==> config.mk <==
export PLATFORM = sky130hd
export DESIGN_NAME = dacc_top
export DESIGN_NICKNAME = d
export VERILOG_FILES = /design/src/hdl/dacc_pkg.sv /design/src/hdl/dacc_top.sv
export SDC_FILE = /design/constraint.sdc
export NUM_CORES = 1
export LEC_CHECK = 0
export ABC_AREA = 1
export BUFFER_PORTS_ARGS = -buffer_cell sky130_fd_sc_hd__buf_2
export CAP_MARGIN = 10
export CORE_MARGIN = 4
export CORE_UTILIZATION = 60
export CTS_CLUSTER_SIZE = 16
export DETAILED_ROUTE_END_ITERATION = 8
export PLACE_DENSITY = 0.86
export SYNTH_ARGS = -nofsm -noshare
export SYNTH_HDL_FRONTEND = slang
export SYNTH_SLANG_ARGS = --single-unit
==> constraint.sdc <==
create_clock -name ref_clk -period 2.9 [get_ports ref_clk]
set_input_delay 0.435 -clock ref_clk [delete_from_list [all_inputs] [get_ports ref_clk]]
set_output_delay 0.435 -clock ref_clk [all_outputs]
set_load 0.005 [all_outputs]
==> src/hdl/dacc_pkg.sv <==
package dacc_pkg;

  // ----------------------------------------------------------------
  // Widths and depths
  // ----------------------------------------------------------------
  localparam int          SAMPLE_W      = 12;
  localparam int          RESULT_DEPTH  = 16;
  localparam int          STAGE_DEPTH   = 4;
  localparam int          TAG_W         = 1;
  localparam int          WORD_W        = SAMPLE_W + TAG_W;

  // ----------------------------------------------------------------
  // Timing
  // ----------------------------------------------------------------
  localparam int          CLK_MHZ       = 250;
  localparam int          MAX_KSPS      = 8000;
  localparam int          SAMPLE_CYC    = (CLK_MHZ * 1000) / MAX_KSPS;
  localparam int          PULSE_NS      = 8;
  localparam int          PULSE_CYC     = (PULSE_NS * CLK_MHZ + 999) / 1000;

  // ----------------------------------------------------------------
  // Control register layout
  // ----------------------------------------------------------------
  localparam logic [1:0]  REG_CTRL0     = 2'h0;
  localparam logic [1:0]  REG_CTRL1     = 2'h1;
  localparam int          C0_CONT       = 0;
  localparam int          C0_EN_A       = 1;
  localparam int          C0_EN_B       = 2;
  localparam int          C0_DIFF       = 3;
  localparam int          C0_SCAN       = 4;
  localparam int          C1_AV_HIGH    = 0;
  localparam int          C1_AV_PULSE   = 1;
  localparam int          C1_SEP_STRB   = 2;
  localparam int          C1_BUF_RST    = 3;
  localparam int          C1_LVL_LSB    = 4;
  localparam logic [9:0]  CTRL0_RST     = 10'h006;
  localparam logic [9:0]  CTRL1_RST     = 10'h011;

  // ----------------------------------------------------------------
  // Conversion sequencer states
  // ----------------------------------------------------------------
  typedef enum logic [1:0] {
    DACC_IDLE  = 2'b00,
    DACC_CONV  = 2'b01,
    DACC_PUSH  = 2'b10
  } dacc_state_t;

endpackage

==> src/hdl/dacc_top.sv <==
`timescale 1ns/1ns
`default_nettype none

// ----------------------------------------------------------------
// Staging FIFO
// ----------------------------------------------------------------
module dacc_fifo #(
  parameter int W = 13,
  parameter int D = 4
) (
  input  wire logic         clk,
  input  wire logic         rst_n,
  input  wire logic         flush,
  input  wire logic [W-1:0] in_data,
  input  wire logic         in_valid,
  output logic              in_ready,
  output logic [W-1:0]      out_data,
  output logic              out_valid,
  input  wire logic         out_ready
);
  localparam int AW = $clog2(D);
  logic [W-1:0] mem_q [D];
  logic [AW:0]  wp_q, wp_d, rp_q, rp_d;
  logic         push, pop;
  always_comb begin
    in_ready  = (wp_q - rp_q) != (AW+1)'(D);
    out_valid = wp_q != rp_q;
    out_data  = mem_q[rp_q[AW-1:0]];
    push      = in_valid && in_ready;
    pop       = out_valid && out_ready;
    wp_d      = flush ? '0 : wp_q + (AW+1)'(push);
    rp_d      = flush ? '0 : rp_q + (AW+1)'(pop);
  end
  always_ff @(posedge clk or negedge rst_n) begin
    if (!rst_n) begin
      wp_q <= '0;
      rp_q <= '0;
    end else begin
      wp_q <= wp_d;
      rp_q <= rp_d;
    end
  end
  always_ff @(posedge clk) begin
    if (push) begin
      mem_q[wp_q[AW-1:0]] <= in_data;
    end
  end
endmodule

// ----------------------------------------------------------------
// Conversion control
// ----------------------------------------------------------------
// Functional notes
// Twelve-bit results at up to one sample per SAMPLE_CYC clocks.
// Software selects modes by writing control registers.
// Two modes: single conversion and continuous conversion.
// Single mode conversions are timed by the internal oscillator.
// Host supplies free-running conversion clock in continuous mode.
// Internal oscillator is disabled in continuous mode.
// Falling start strobe holds all enabled channels and starts one conversion.
// Two single-ended or one differential input sampled together.
// Each input enabled individually; single-ended or differential selectable.
// Auto-scan converts both inputs in turn without host action.
// Results buffered in a sixteen-word result buffer.
// Low-active select asserted only when driven low.
// High-active select asserted only when driven high.
// Sample ready flag reflects result buffer fill level.
// Sample ready flag polarity is configurable.
// Sample ready flag is a static level or a pulse.
// Overrun flag sets on overflow, clears on reset or buffer reset.
// Host drives register address on the two top data lines.
// Combined read/write strobe or separate write and read strobes.
// Host's first access must be an initialising write.
// Results stored in conversion order, read oldest first.
// Bus responds only while both selects are asserted.
module dacc_top #(
  parameter int SW = dacc_pkg::SAMPLE_W,
  parameter int RD = dacc_pkg::RESULT_DEPTH
) (
  input  wire logic          ref_clk,
  input  wire logic          rst_n,
  input  wire logic          conversion_clock_input,
  input  wire logic          select_low_active,
  input  wire logic          select_high_active,
  input  wire logic          write_strobe_n,
  input  wire logic          read_strobe_n,
  input  wire logic [SW-1:0] data_in,
  output logic      [SW-1:0] data_out,
  output logic      [SW-1:0] data_oe,
  input  wire logic [SW-1:0] sample_a,
  input  wire logic [SW-1:0] sample_b,
  output logic               hold_inputs,
  output logic               osc_enable,
  output logic               sample_ready_flag,
  output logic               buffer_overrun_flag
);
  localparam int AW = $clog2(RD);
  localparam int WW = dacc_pkg::WORD_W;
  // ----------------------------------------------------------------
  // Reset and input synchronisers
  // ----------------------------------------------------------------
  logic       rs1_q, rs2_q;
  logic [4:0] s1_q, s2_q, s3_q;
  logic       rst_ok_n;
  always_ff @(posedge ref_clk or negedge rst_n) begin
    if (!rst_n) begin
      rs1_q <= 1'b0;
      rs2_q <= 1'b0;
    end else begin
      rs1_q <= 1'b1;
      rs2_q <= rs1_q;
    end
  end
  assign rst_ok_n = rs2_q;
  always_ff @(posedge ref_clk or negedge rst_ok_n) begin
    if (!rst_ok_n) begin
      s1_q <= 5'h1B;
      s2_q <= 5'h1B;
      s3_q <= 5'h1B;
    end else begin
      s1_q <= {conversion_clock_input, select_low_active, select_high_active, write_strobe_n, read_strobe_n};
      s2_q <= s1_q;
      s3_q <= s2_q;
    end
  end
  logic cck, cck_prev, sel, wr_n, rd_n, wr_prev_n, rd_prev_n;
  // Select qualification.
  assign sel       = !s2_q[3] && s2_q[2];
  assign cck       = s2_q[4];
  assign cck_prev  = s3_q[4];
  assign wr_n      = s2_q[1];
  assign rd_n      = s2_q[0];
  assign wr_prev_n = s3_q[1];
  assign rd_prev_n = s3_q[0];

  // ----------------------------------------------------------------
  // Control registers and bus access
  // ----------------------------------------------------------------
  logic [9:0]    c0_q, c0_d, c1_q, c1_d;
  logic [SW-1:0] din1_q, din_q;
  logic          wr_ev, rd_ev, rd_act, buf_rst;
  always_ff @(posedge ref_clk) begin
    din1_q <= data_in;
    din_q  <= din1_q;
  end

  always_comb begin
    // Strobe style.
    if (c1_q[dacc_pkg::C1_SEP_STRB]) begin
      wr_ev  = sel && !wr_n && wr_prev_n;
      rd_ev  = sel && !rd_n && rd_prev_n;
      rd_act = sel && !rd_n;
    end else begin
      wr_ev  = sel && !rd_n && rd_prev_n && !wr_n;
      rd_ev  = sel && !rd_n && rd_prev_n && wr_n;
      rd_act = sel && !rd_n && wr_n;
    end
    c0_d    = c0_q;
    c1_d    = c1_q;
    c1_d[dacc_pkg::C1_BUF_RST] = 1'b0;
    // Register write by address lines.
    if (wr_ev && din_q[SW-1:SW-2] == dacc_pkg::REG_CTRL0) begin
      c0_d = din_q[9:0];
    end else if (wr_ev && din_q[SW-1:SW-2] == dacc_pkg::REG_CTRL1) begin
      c1_d = din_q[9:0];
    end
    buf_rst = c1_q[dacc_pkg::C1_BUF_RST];
  end

  always_ff @(posedge ref_clk or negedge rst_ok_n) begin
    if (!rst_ok_n) begin
      c0_q <= dacc_pkg::CTRL0_RST;
      c1_q <= dacc_pkg::CTRL1_RST;
    end else begin
      c0_q <= c0_d;
      c1_q <= c1_d;
    end
  end

  // ----------------------------------------------------------------
  // Conversion sequencer
  // ----------------------------------------------------------------
  dacc_pkg::dacc_state_t st_q, st_d;
  logic [7:0]    cnt_q, cnt_d;
  logic          ch_q, ch_d, second_q, second_d, hold_d;
  logic [WW-1:0] stg_data;
  logic          stg_valid, stg_ready, start_ev, cont;
  assign cont = c0_q[dacc_pkg::C0_CONT];
  always_comb begin
    // Start on falling strobe or rising conversion clock edge.
    start_ev = cont ? (cck && !cck_prev) : (!cck && cck_prev);
    st_d     = st_q;
    cnt_d    = cnt_q;
    ch_d     = ch_q;
    second_d = second_q;
    hold_d   = 1'b0;
    stg_valid = 1'b0;
    // Channel tag and data per enabled input.
    stg_data = {ch_q, ch_q ? sample_b : sample_a};
    case (st_q)
      dacc_pkg::DACC_IDLE: begin
        if (start_ev && (c0_q[dacc_pkg::C0_EN_A] || c0_q[dacc_pkg::C0_EN_B])) begin
          st_d     = dacc_pkg::DACC_CONV;
          cnt_d    = 8'((dacc_pkg::SAMPLE_CYC) - 1);
          ch_d     = !c0_q[dacc_pkg::C0_SCAN] && c0_q[dacc_pkg::C0_EN_B] && !c0_q[dacc_pkg::C0_EN_A];
          second_d = c0_q[dacc_pkg::C0_SCAN] ||
                     (c0_q[dacc_pkg::C0_EN_A] && c0_q[dacc_pkg::C0_EN_B] && !c0_q[dacc_pkg::C0_DIFF]);
          hold_d   = 1'b1;
        end
      end
      dacc_pkg::DACC_CONV: begin
        // Conversion timed by internal oscillator count.
        cnt_d = cnt_q - 8'h01;
        if (cnt_q == 8'h00) begin
          st_d = dacc_pkg::DACC_PUSH;
        end
      end
      dacc_pkg::DACC_PUSH: begin
        stg_valid = 1'b1;
        if (stg_ready) begin
          // Auto-scan second input.
          if (second_q) begin
            second_d = 1'b0;
            ch_d     = 1'b1;
            cnt_d    = 8'((dacc_pkg::SAMPLE_CYC) - 1);
            st_d     = dacc_pkg::DACC_CONV;
          end else begin
            st_d = dacc_pkg::DACC_IDLE;
          end
        end
      end
      default: st_d = dacc_pkg::DACC_IDLE;
    endcase
  end

  always_ff @(posedge ref_clk or negedge rst_ok_n) begin
    if (!rst_ok_n) begin
      st_q        <= dacc_pkg::DACC_IDLE;
      cnt_q       <= 8'h00;
      ch_q        <= 1'b0;
      second_q    <= 1'b0;
      hold_inputs <= 1'b0;
      osc_enable  <= 1'b1;
    end else begin
      st_q        <= st_d;
      cnt_q       <= cnt_d;
      ch_q        <= ch_d;
      second_q    <= second_d;
      hold_inputs <= hold_d;
      // Oscillator off in continuous mode.
      osc_enable  <= !c0_d[dacc_pkg::C0_CONT];
    end
  end

  // ----------------------------------------------------------------
  // Staging FIFO and result buffer
  // ----------------------------------------------------------------
  logic [WW-1:0] f_data;
  logic          f_valid, f_pop;

  dacc_fifo #(.W(WW), .D(dacc_pkg::STAGE_DEPTH)) u_stage (
    .clk       (ref_clk),
    .rst_n     (rst_ok_n),
    .flush     (buf_rst),
    .in_data   (stg_data),
    .in_valid  (stg_valid),
    .in_ready  (stg_ready),
    .out_data  (f_data),
    .out_valid (f_valid),
    .out_ready (f_pop)
  );

  logic [SW-1:0] buf_q [RD];
  logic [AW:0]   wp_q, wp_d, rp_q, rp_d, lvl;
  logic          ov_d, full, rd_pop;
  always_comb begin
    lvl    = wp_q - rp_q;
    full   = lvl == (AW+1)'(RD);
    rd_pop = rd_ev && lvl != '0;
    // Overflow drops the new word and sets the sticky flag.
    f_pop  = f_valid;
    // Write in order, read oldest first.
    wp_d   = buf_rst ? '0 : wp_q + (AW+1)'(f_valid && !full);
    rp_d   = buf_rst ? '0 : rp_q + (AW+1)'(rd_pop);
    ov_d   = (buffer_overrun_flag && !buf_rst) || (f_valid && full);
  end
  // Sixteen-word result storage.
  always_ff @(posedge ref_clk) begin
    if (f_valid && !full) begin
      buf_q[wp_q[AW-1:0]] <= f_data[SW-1:0];
    end
  end

  // ----------------------------------------------------------------
  // Output flags and data
  // ----------------------------------------------------------------
  logic [7:0] pc_q, pc_d;
  logic       lvl_hit, lvl_prev_q, av_d, lvl_ge;
  always_comb begin
    // Fill-level trigger.
    lvl_ge  = lvl >= (AW+1)'(c1_q[dacc_pkg::C1_LVL_LSB +: 4]) && lvl != '0;
    lvl_hit = lvl_ge && !lvl_prev_q;
    pc_d    = lvl_hit ? 8'(dacc_pkg::PULSE_CYC) : (pc_q != 8'h00 ? pc_q - 8'h01 : 8'h00);
    // Static level or pulse.
    av_d    = c1_q[dacc_pkg::C1_AV_PULSE] ? (pc_d != 8'h00) : lvl_ge;
    // Polarity.
    if (!c1_q[dacc_pkg::C1_AV_HIGH]) begin
      av_d = !av_d;
    end
  end

  always_ff @(posedge ref_clk or negedge rst_ok_n) begin
    if (!rst_ok_n) begin
      wp_q                <= '0;
      rp_q                <= '0;
      buffer_overrun_flag <= 1'b0;
      pc_q                <= 8'h00;
      lvl_prev_q          <= 1'b0;
      sample_ready_flag   <= 1'b0;
      data_out            <= '0;
      data_oe             <= '0;
    end else begin
      wp_q                <= wp_d;
      rp_q                <= rp_d;
      buffer_overrun_flag <= ov_d;
      pc_q                <= pc_d;
      lvl_prev_q          <= lvl_ge;
      sample_ready_flag   <= av_d;
      if (rd_ev) begin
        data_out <= lvl != '0 ? buf_q[rp_q[AW-1:0]] : '0;
      end
      data_oe  <= {SW{rd_act}};
    end
  end
  // ----------------------------------------------------------------
  // Assertions
  // ----------------------------------------------------------------
  property p_ovf_sticky;
    @(posedge ref_clk) disable iff (!rst_ok_n) buffer_overrun_flag && !buf_rst |=> buffer_overrun_flag;
  endproperty
  a_ovf_sticky: assert property (p_ovf_sticky) else $error("overrun flag dropped");
  property p_osc_off;
    @(posedge ref_clk) disable iff (!rst_ok_n) cont |-> !osc_enable;
  endproperty
  a_osc_off: assert property (p_osc_off) else $error("oscillator on in continuous mode");
  property p_no_drive_unsel;
    @(posedge ref_clk) disable iff (!rst_ok_n) !sel |=> data_oe == '0;
  endproperty
  a_no_drive_unsel: assert property (p_no_drive_unsel) else $error("bus driven while unselected");
  property p_level_bound;
    @(posedge ref_clk) disable iff (!rst_ok_n) lvl <= (AW+1)'(RD);
  endproperty
  a_level_bound: assert property (p_level_bound) else $error("buffer level beyond depth");
  property p_start_conv;
    @(posedge ref_clk) disable iff (!rst_ok_n)
    st_q == dacc_pkg::DACC_IDLE && start_ev && c0_q[dacc_pkg::C0_EN_A] |=> st_q == dacc_pkg::DACC_CONV && hold_inputs;
  endproperty
  a_start_conv: assert property (p_start_conv) else $error("start edge missed");
  property p_hold_pulse;
    @(posedge ref_clk) disable iff (!rst_ok_n) hold_inputs |=> !hold_inputs;
  endproperty
  a_hold_pulse: assert property (p_hold_pulse) else $error("input hold longer than one cycle");

  c_overflow: cover property (@(posedge ref_clk) disable iff (!rst_ok_n) $rose(buffer_overrun_flag));
  c_scan:     cover property (@(posedge ref_clk) disable iff (!rst_ok_n) second_q ##1 !second_q);
  c_read:     cover property (@(posedge ref_clk) disable iff (!rst_ok_n) rd_pop);
endmodule

`default_nettype wire

Word-level counts from Yosys, hierarchy flattened
Memories as Yosys holds them, arrays and structs flattened.
Cells that the tools add are included.
{ "totals": {"in_bits": 43, "regBits": 108, "memories": 2, "mem_bits_rw": 244, "out_inout_bits": 28, "elab_cells": 142} }
{ "memory_table": {"columns": ["name", "depth", "word_bits", "rd", "rd_ports_with_merged_regs", "write_ports", "line", "text"], "rows": [
  ["buf_q", 16, 12, 1, 0, 1, "dacc_top.sv:273", "logic [SW-1:0] buf_q [RD];"],
  ["u_stage.mem_q", 4, 13, 1, 0, 1, "dacc_top.sv:22", "logic [W-1:0] mem_q [D];"]
]} }
{ "classes": {"n_addsub": 8, "n_bitwise": 1, "n_reduce_logical": 53, "muxes": 40, "eq_ne": 10, "magnitude_cmp": 1} }
{ "ops": {"columns": ["cell", "count"], "rows": [
  ["2-to-1 mux 8 bit", 5],
  ["logical AND 1 bit", 24],
  ["2-to-1 mux 12 bit", 2],
  ["one-hot mux 8 bit (3 select lines)", 1],
  ["2-to-1 mux 1 bit", 20],
  ["nonzero test 8 bit", 2],
  ["subtractor 8 x 1 -> 8 bit, second input constant", 2],
  ["logical NOT 1 bit", 13],
  ["adder 5 x 1 -> 5 bit", 2],
  ["2-to-1 mux 5 bit", 2],
  ["logical NOT 8 bit", 1],
  ["2-to-1 mux 4 bit", 2],
  ["!= test 2 bit, second input constant", 4],
  ["AND reduction 4 bit", 2],
  ["adder 3 x 1 -> 3 bit", 2],
  ["2-to-1 mux 2 bit", 3],
  ["2-to-1 mux 3 bit", 2],
  ["one-hot mux 2 bit (3 select lines)", 1],
  ["AND reduction 3 bit", 2],
  ["== test 5 bit, second input constant", 1],
  [">= comparator 5 x 4 -> 1 bit", 1],
  ["nonzero test 5 bit", 1],
  ["subtractor 5 bit", 1],
  ["== test 2 x 1 -> 1 bit, second input constant", 2],
  ["other kinds (11)", 15]
]} }

Depth between registers and ports, before layout
{ "logic_depth": {"depth_word": 9, "ltp_mapped": 21} }

Modules after synthesis
A second synthesis with hierarchy kept.
{ "hier_totals": {"cells_unflattened": 1141, "area_unflattened_um2": 13899.6} }
{ "by_module_without_submodules": {"columns": ["mod", "area_per_inst_um2", "instances", "seq_area_each_um2", "cells_per_inst"], "rows": [
  ["dacc_top", 11519.8, 1, 8087.8, 959],
  ["dacc_fifo", 2379.8, 1, 1711.6, 182]
]} }

Least setup slack after synthesis
OpenSTA, ideal clock, no wires.
{ "synth_timing": {"path_kind": "register to register", "start": "register rp_q[1]", "end": "memory buf_q[12][0] (netlist bit) (enable)", "stages_incl_launch_ff": 11, "t_required_ps": 2520, "path_buffers": 3, "path_slack_ps": -44, "synth_period_minus_slack_ps": 2944, "setup_ps": 380, "t_arrival_ps": 2564, "cell_sequence": "dfrtp_1 > buf_2 > inv_1 > buf_2 > buf_4 > fa_1 > xor2_1 > nor2_2 > a31oi_2 > nand3_1 > nor2_1"} }
{ "synth_via": {"elab_chain_cells": 6} }
{ "synth_lines": {"columns": ["element", "line", "text"], "rows": [
  ["start, declared", "dacc_top.sv:274", "logic [AW:0] wp_q, wp_d, rp_q, rp_d, lvl;"],
  ["start signal, assigned", "dacc_top.sv:324", "rp_q <= rp_d;"],
  ["subtractor 5 bit", "dacc_top.sv:277", "lvl = wp_q - rp_q;"],
  ["== test 5 bit", "dacc_top.sv:278", "full = lvl == (AW+1)'(RD);"],
  ["logical NOT 1 bit", "dacc_top.sv:289", "if (f_valid && !full) begin"],
  ["logical AND 1 bit", "dacc_top.sv:289", null],
  ["2-to-1 mux 1 bit", "dacc_top.sv:289", null],
  ["2-to-1 mux 1 bit (not written as such)", "dacc_top.sv:290", "buf_q[wp_q[AW-1:0]] <= f_data[SW-1:0];"],
  ["end, declared", "dacc_top.sv:273", null]
]} }
Every way passes these cells.

Worst setup path after layout
{ "layout_timing": {"start": "register wp_q[0]", "end": "memory buf_q[1][2] (netlist bit) (enable)"} }
{ "layout_via": {"elab_chain_cells": 6} }
{ "layout_lines": {"columns": ["element", "line", "text"], "rows": [
  ["start, declared", "dacc_top.sv:274", null],
  ["start signal, assigned", "dacc_top.sv:323", "wp_q <= wp_d;"],
  ["subtractor 5 bit", "dacc_top.sv:277", null],
  ["== test 5 bit", "dacc_top.sv:278", null],
  ["logical NOT 1 bit", "dacc_top.sv:289", null],
  ["logical AND 1 bit", "dacc_top.sv:289", null],
  ["2-to-1 mux 1 bit", "dacc_top.sv:289", null],
  ["2-to-1 mux 1 bit (not written as such)", "dacc_top.sv:290", null]
]} }
Parallel ways exist; a longest one is shown, timed or not.

==> run metrics <==
net count of the mapped netlist 1205; Pwr per Cell Area 1130 nW/um^2; global-route wire length before repair 49900 um; TritonCTS buffer count 30; number of enable flip-flop cells after synthesis 240; classification of the worst-slack hold path primary input to asynchronous set/reset pin; Required @ worst endpoint approximately 3.1 ns; Post-Syn Area 13700 sq um; Final min period 3.07 ns; ratio of cells with drive above 1 in the final layout 17.4%; Final Worst Setup Slack -0.166 ns; post-detailed-route count of antenna-violating nets 0; number of warnings issued by yosys 0; count of final hold-check violations 0; synthesized netlist cell count 1139; via count 9535; global-route usage over all layers 24.7%; crit-path max cell delay ~0.56 ns; Worst Path Arrival 3.31 ns; leading cell types by total area after synthesis sky130_fd_sc_hd__edfxtp_1 52%, sky130_fd_sc_hd__dfrtp_1 12%, sky130_fd_sc_hd__nand2_1 5.1%, sky130_fd_sc_hd__nor2_1 4.2%, sky130_fd_sc_hd__dfstp_2 3.1%; pin count of the biggest net entering global routing 63; DP Worst Slack ~0.12 ns; Final #Nets 1316; overall power after layout around 18 mW; share of the synthesized netlist area taken by xor and xnor gates less than 1%; final-report setup violation count 195; status finished with violations; horizontal die dimension approximately 160 um; mean routed wirelength per cell about 22 um; Detail Placement HPWL 18400 um; clock latency reported for the late side of the worst-skew pair 0.58 ns; final worst clock skew 0.0354 ns; CTS root buffer sky130_fd_sc_hd__clkbuf_16; Seq/Total Area, Yosys 70.4%; complex-gate fraction of the synthesized area 9.73%; Slew headroom around 47%; die area 25400 sq um; CTS tree yes; CP Class flop to flop; most frequent cell after synthesis sky130_fd_sc_hd__edfxtp_1; height of the die 159 um; area fraction in and, or, nand and nor cells after synthesis roughly 12%; Core ar. between 20000 and 25000 sq um; H-tree depth 1; number of port buffers 68; clock slew at reported path FFs 0.06 ns; DRC viols 0; CP Max Fanout 12; dominant combinational cell family by area after synthesis simple AND/OR/NAND/NOR gates; post-synth cell types 55; proportion of synthesized flip-flops having asynchronous set or reset 24.0%; multiplexer area fraction after synthesis 0.246%; Crit. End Element flop; Antenna Diode Count 0; slowest CP cell sky130_fd_sc_hd__fa_2; Boundary Pins a little over 70; FF+latch area between 9000 and 10000 sq um; antenna violations before repair 0; combined area of the multi-input logic cells roughly 3600 sq um; library cell occupying the most area in the post-synthesis netlist sky130_fd_sc_hd__edfxtp_1; gate family responsible for the most delay along the worst path adder cells; average instance area after synthesis 12.1 sq um; number of fillers in the final layout 1354; most used cell along the critical path sky130_fd_sc_hd__inv_1; share of Yosys cell area claimed by the top area cell type a little over half; synth-to-layout area growth 15.6%; Leakage Power 6.24 nW; clock net sink count 342; critical path buffer and inverter count 4; startpoint types flop; number of vias per cell after detailed routing 6.12; DRT iter0 DRCs 1130; final period utilization 106%; number of storage elements in the synthesis netlist roughly 340; VDD IR max 706 uV; RD Place Congestion 0.842; max-capacitance violation count 0; standard-cell row count 55; Finished Core Util a little over two thirds; Slew Viols, Final 0; non-filler cells, final 1558; drt total wl around 34000 um; RSZ-0062 raised after global routing true; clock buffer depth 3; most frequent cells after synthesis 240 x sky130_fd_sc_hd__edfxtp_1, 187 x sky130_fd_sc_hd__nand2_1, 154 x sky130_fd_sc_hd__nor2_1; # placed instances between 1000 and 1500; sequence of cells on the critical path inv_2 -> ha_1 -> inv_1 -> fa_2 -> inv_1 -> nand2_1 -> nor2_2 -> a31oi_4 -> nand3_2 -> nor2_1 -> buf_4; via count of the first global-routing pass 9178; max frequency 326 MHz; violated checks setup timing; transition time at the pin with the least slew margin between 0.7 and 0.8 ns; total overflow reported by the global router 0; final hold slack 0.194 ns; starting density of the core between 60% and 70%; Pre-antenna DRT Iters 6; area share of fa/ha/maj cells after synthesis 2.15%; flip-flop cell with the highest count after synthesis sky130_fd_sc_hd__edfxtp_1
-- cell families (layout without fill, tap and decap cells) --
group           count (synthesis)  in the layout
xor+xnor                       11             11
flops                         342            342
mux                             3              3
compound gates                211            211
fa+ha+maj                      23             23
other cells                     1              1
buf+inv                       133            267
simple gates                  415            415
-- placed cells by master (no fill, tap or decap), types with 13 or more instances in the layout --
master / n
sky130_fd_sc_hd__nand2_1: 187
sky130_fd_sc_hd__dfxtp_1: 20
sky130_fd_sc_hd__nor2_1: 152
sky130_fd_sc_hd__edfxtp_1: 240
sky130_fd_sc_hd__nor3_1: 16
sky130_fd_sc_hd__dlygate4sd3_1: 16
sky130_fd_sc_hd__buf_2: 68
sky130_fd_sc_hd__clkbuf_16: 32
sky130_fd_sc_hd__dfrtp_1: 63
sky130_fd_sc_hd__o32ai_1: 13
sky130_fd_sc_hd__a21oi_1: 45
sky130_fd_sc_hd__inv_1: 67
sky130_fd_sc_hd__dfstp_2: 16
sky130_fd_sc_hd__o22ai_1: 14
sky130_fd_sc_hd__o21ai_0: 78
sky130_fd_sc_hd__a221oi_1: 17
sky130_fd_sc_hd__buf_4: 47
sky130_fd_sc_hd__nand3_1: 24
sky130_fd_sc_hd__ha_1: 21
-- metal layers --
| layer | part of all wire (%) | vias up | routed length (um) | GRT usage, % |
|---|---|---|---|---|
| li1 | - | 4224 | - | - |
| met1 | 36 | 4608 | 12200 | 32.2 |
| met2 | 51 | 589 | 17200 | 42.9 |
| met3 | 9.0 | 114 | 3030 | 3.55 |
| met4 | 3.7 | 0 | 1250 | 8.36 |
| met5 | 0 | - | 0 | 0 |
-- worst register-to-register path, stage by stage, from the launching register on --
cell and delay [ns]:
sky130_fd_sc_hd__dfrtp_2 0.42, sky130_fd_sc_hd__inv_2 0.11, sky130_fd_sc_hd__ha_1 0.19, sky130_fd_sc_hd__inv_1 0.08, sky130_fd_sc_hd__fa_2 0.56, sky130_fd_sc_hd__inv_1 0.06
sky130_fd_sc_hd__nand2_1 0.12, sky130_fd_sc_hd__nor2_2 0.13, sky130_fd_sc_hd__a31oi_4 0.41, sky130_fd_sc_hd__nand3_2 0.24, sky130_fd_sc_hd__nor2_1 0.18, sky130_fd_sc_hd__buf_4 0.28
-- sequential cells by signal, indices dropped and copies added, names as in the netlist, 3 cells and up --
register       count
u_stage.rp_q       3
data_out          12
u_stage.mem_q     48
s3_q               3
c1_q               8
din_q             10
s2_q               5
rp_q               5
pc_q               8
buf_q            192
s1_q               5
u_stage.wp_q       3
c0_q               5
wp_q               5
din1_q            10
cnt_q              8
-- timing repair --
action | CTS | global route
hold endpoints to repair | 17 | 0
endpoints found under the setup margin | 193 | 196
hold buffers | 16 | 0
pin swaps | 1 | 1
buffers inserted | 0 | 1
resized for setup | 3 | 20
-- power breakdown --
part           internal (mW)  total, mW  switching (mW)
clock network           2.37       4.12            1.75
logic                   1.94       6.29            4.35
registers               7.07       7.58           0.513
-- cell type report --
type / count / share of cell area (%)
Multi-Input combinational cell: 664 / 22.4
Timing Repair Buffer: 139 / 6.27
Sequential cell: 342 / 60.9
Clock buffer: 44 / 5.51
Clock inverter: 11 / 0.945
Tap cell: 285 / 2.24
Inverter: 73 / 1.72
-- final timing paths --
path	start	to	slack (ns)	cells past startpoint
worst max-delay path	wp_q[0]	buf_q[1][2]	-0.17	11
max in group asynchronous	rs2_q	s1_q[4]	1.73	1
worst min register to register	din1_q[3]	din_q[3]	0.33	0
min in group ref_clk	sample_a[1]	u_stage.mem_q[1][1]	0.21	3
worst min-delay path	rst_n	rs2_q	0.19	2
worst max register to register	wp_q[0]	buf_q[1][2]	-0.17	11
-- per-stage QoR --
stage	TNS, ns	area, sq um
after floorplan	-8.46	13700
after global placement	0	14600
after detailed placement	0	14600
after CTS	-0.00917	15800
after global routing	-27.13	15900
final	-16.85	15900
(Power assumes the default switching activity.)
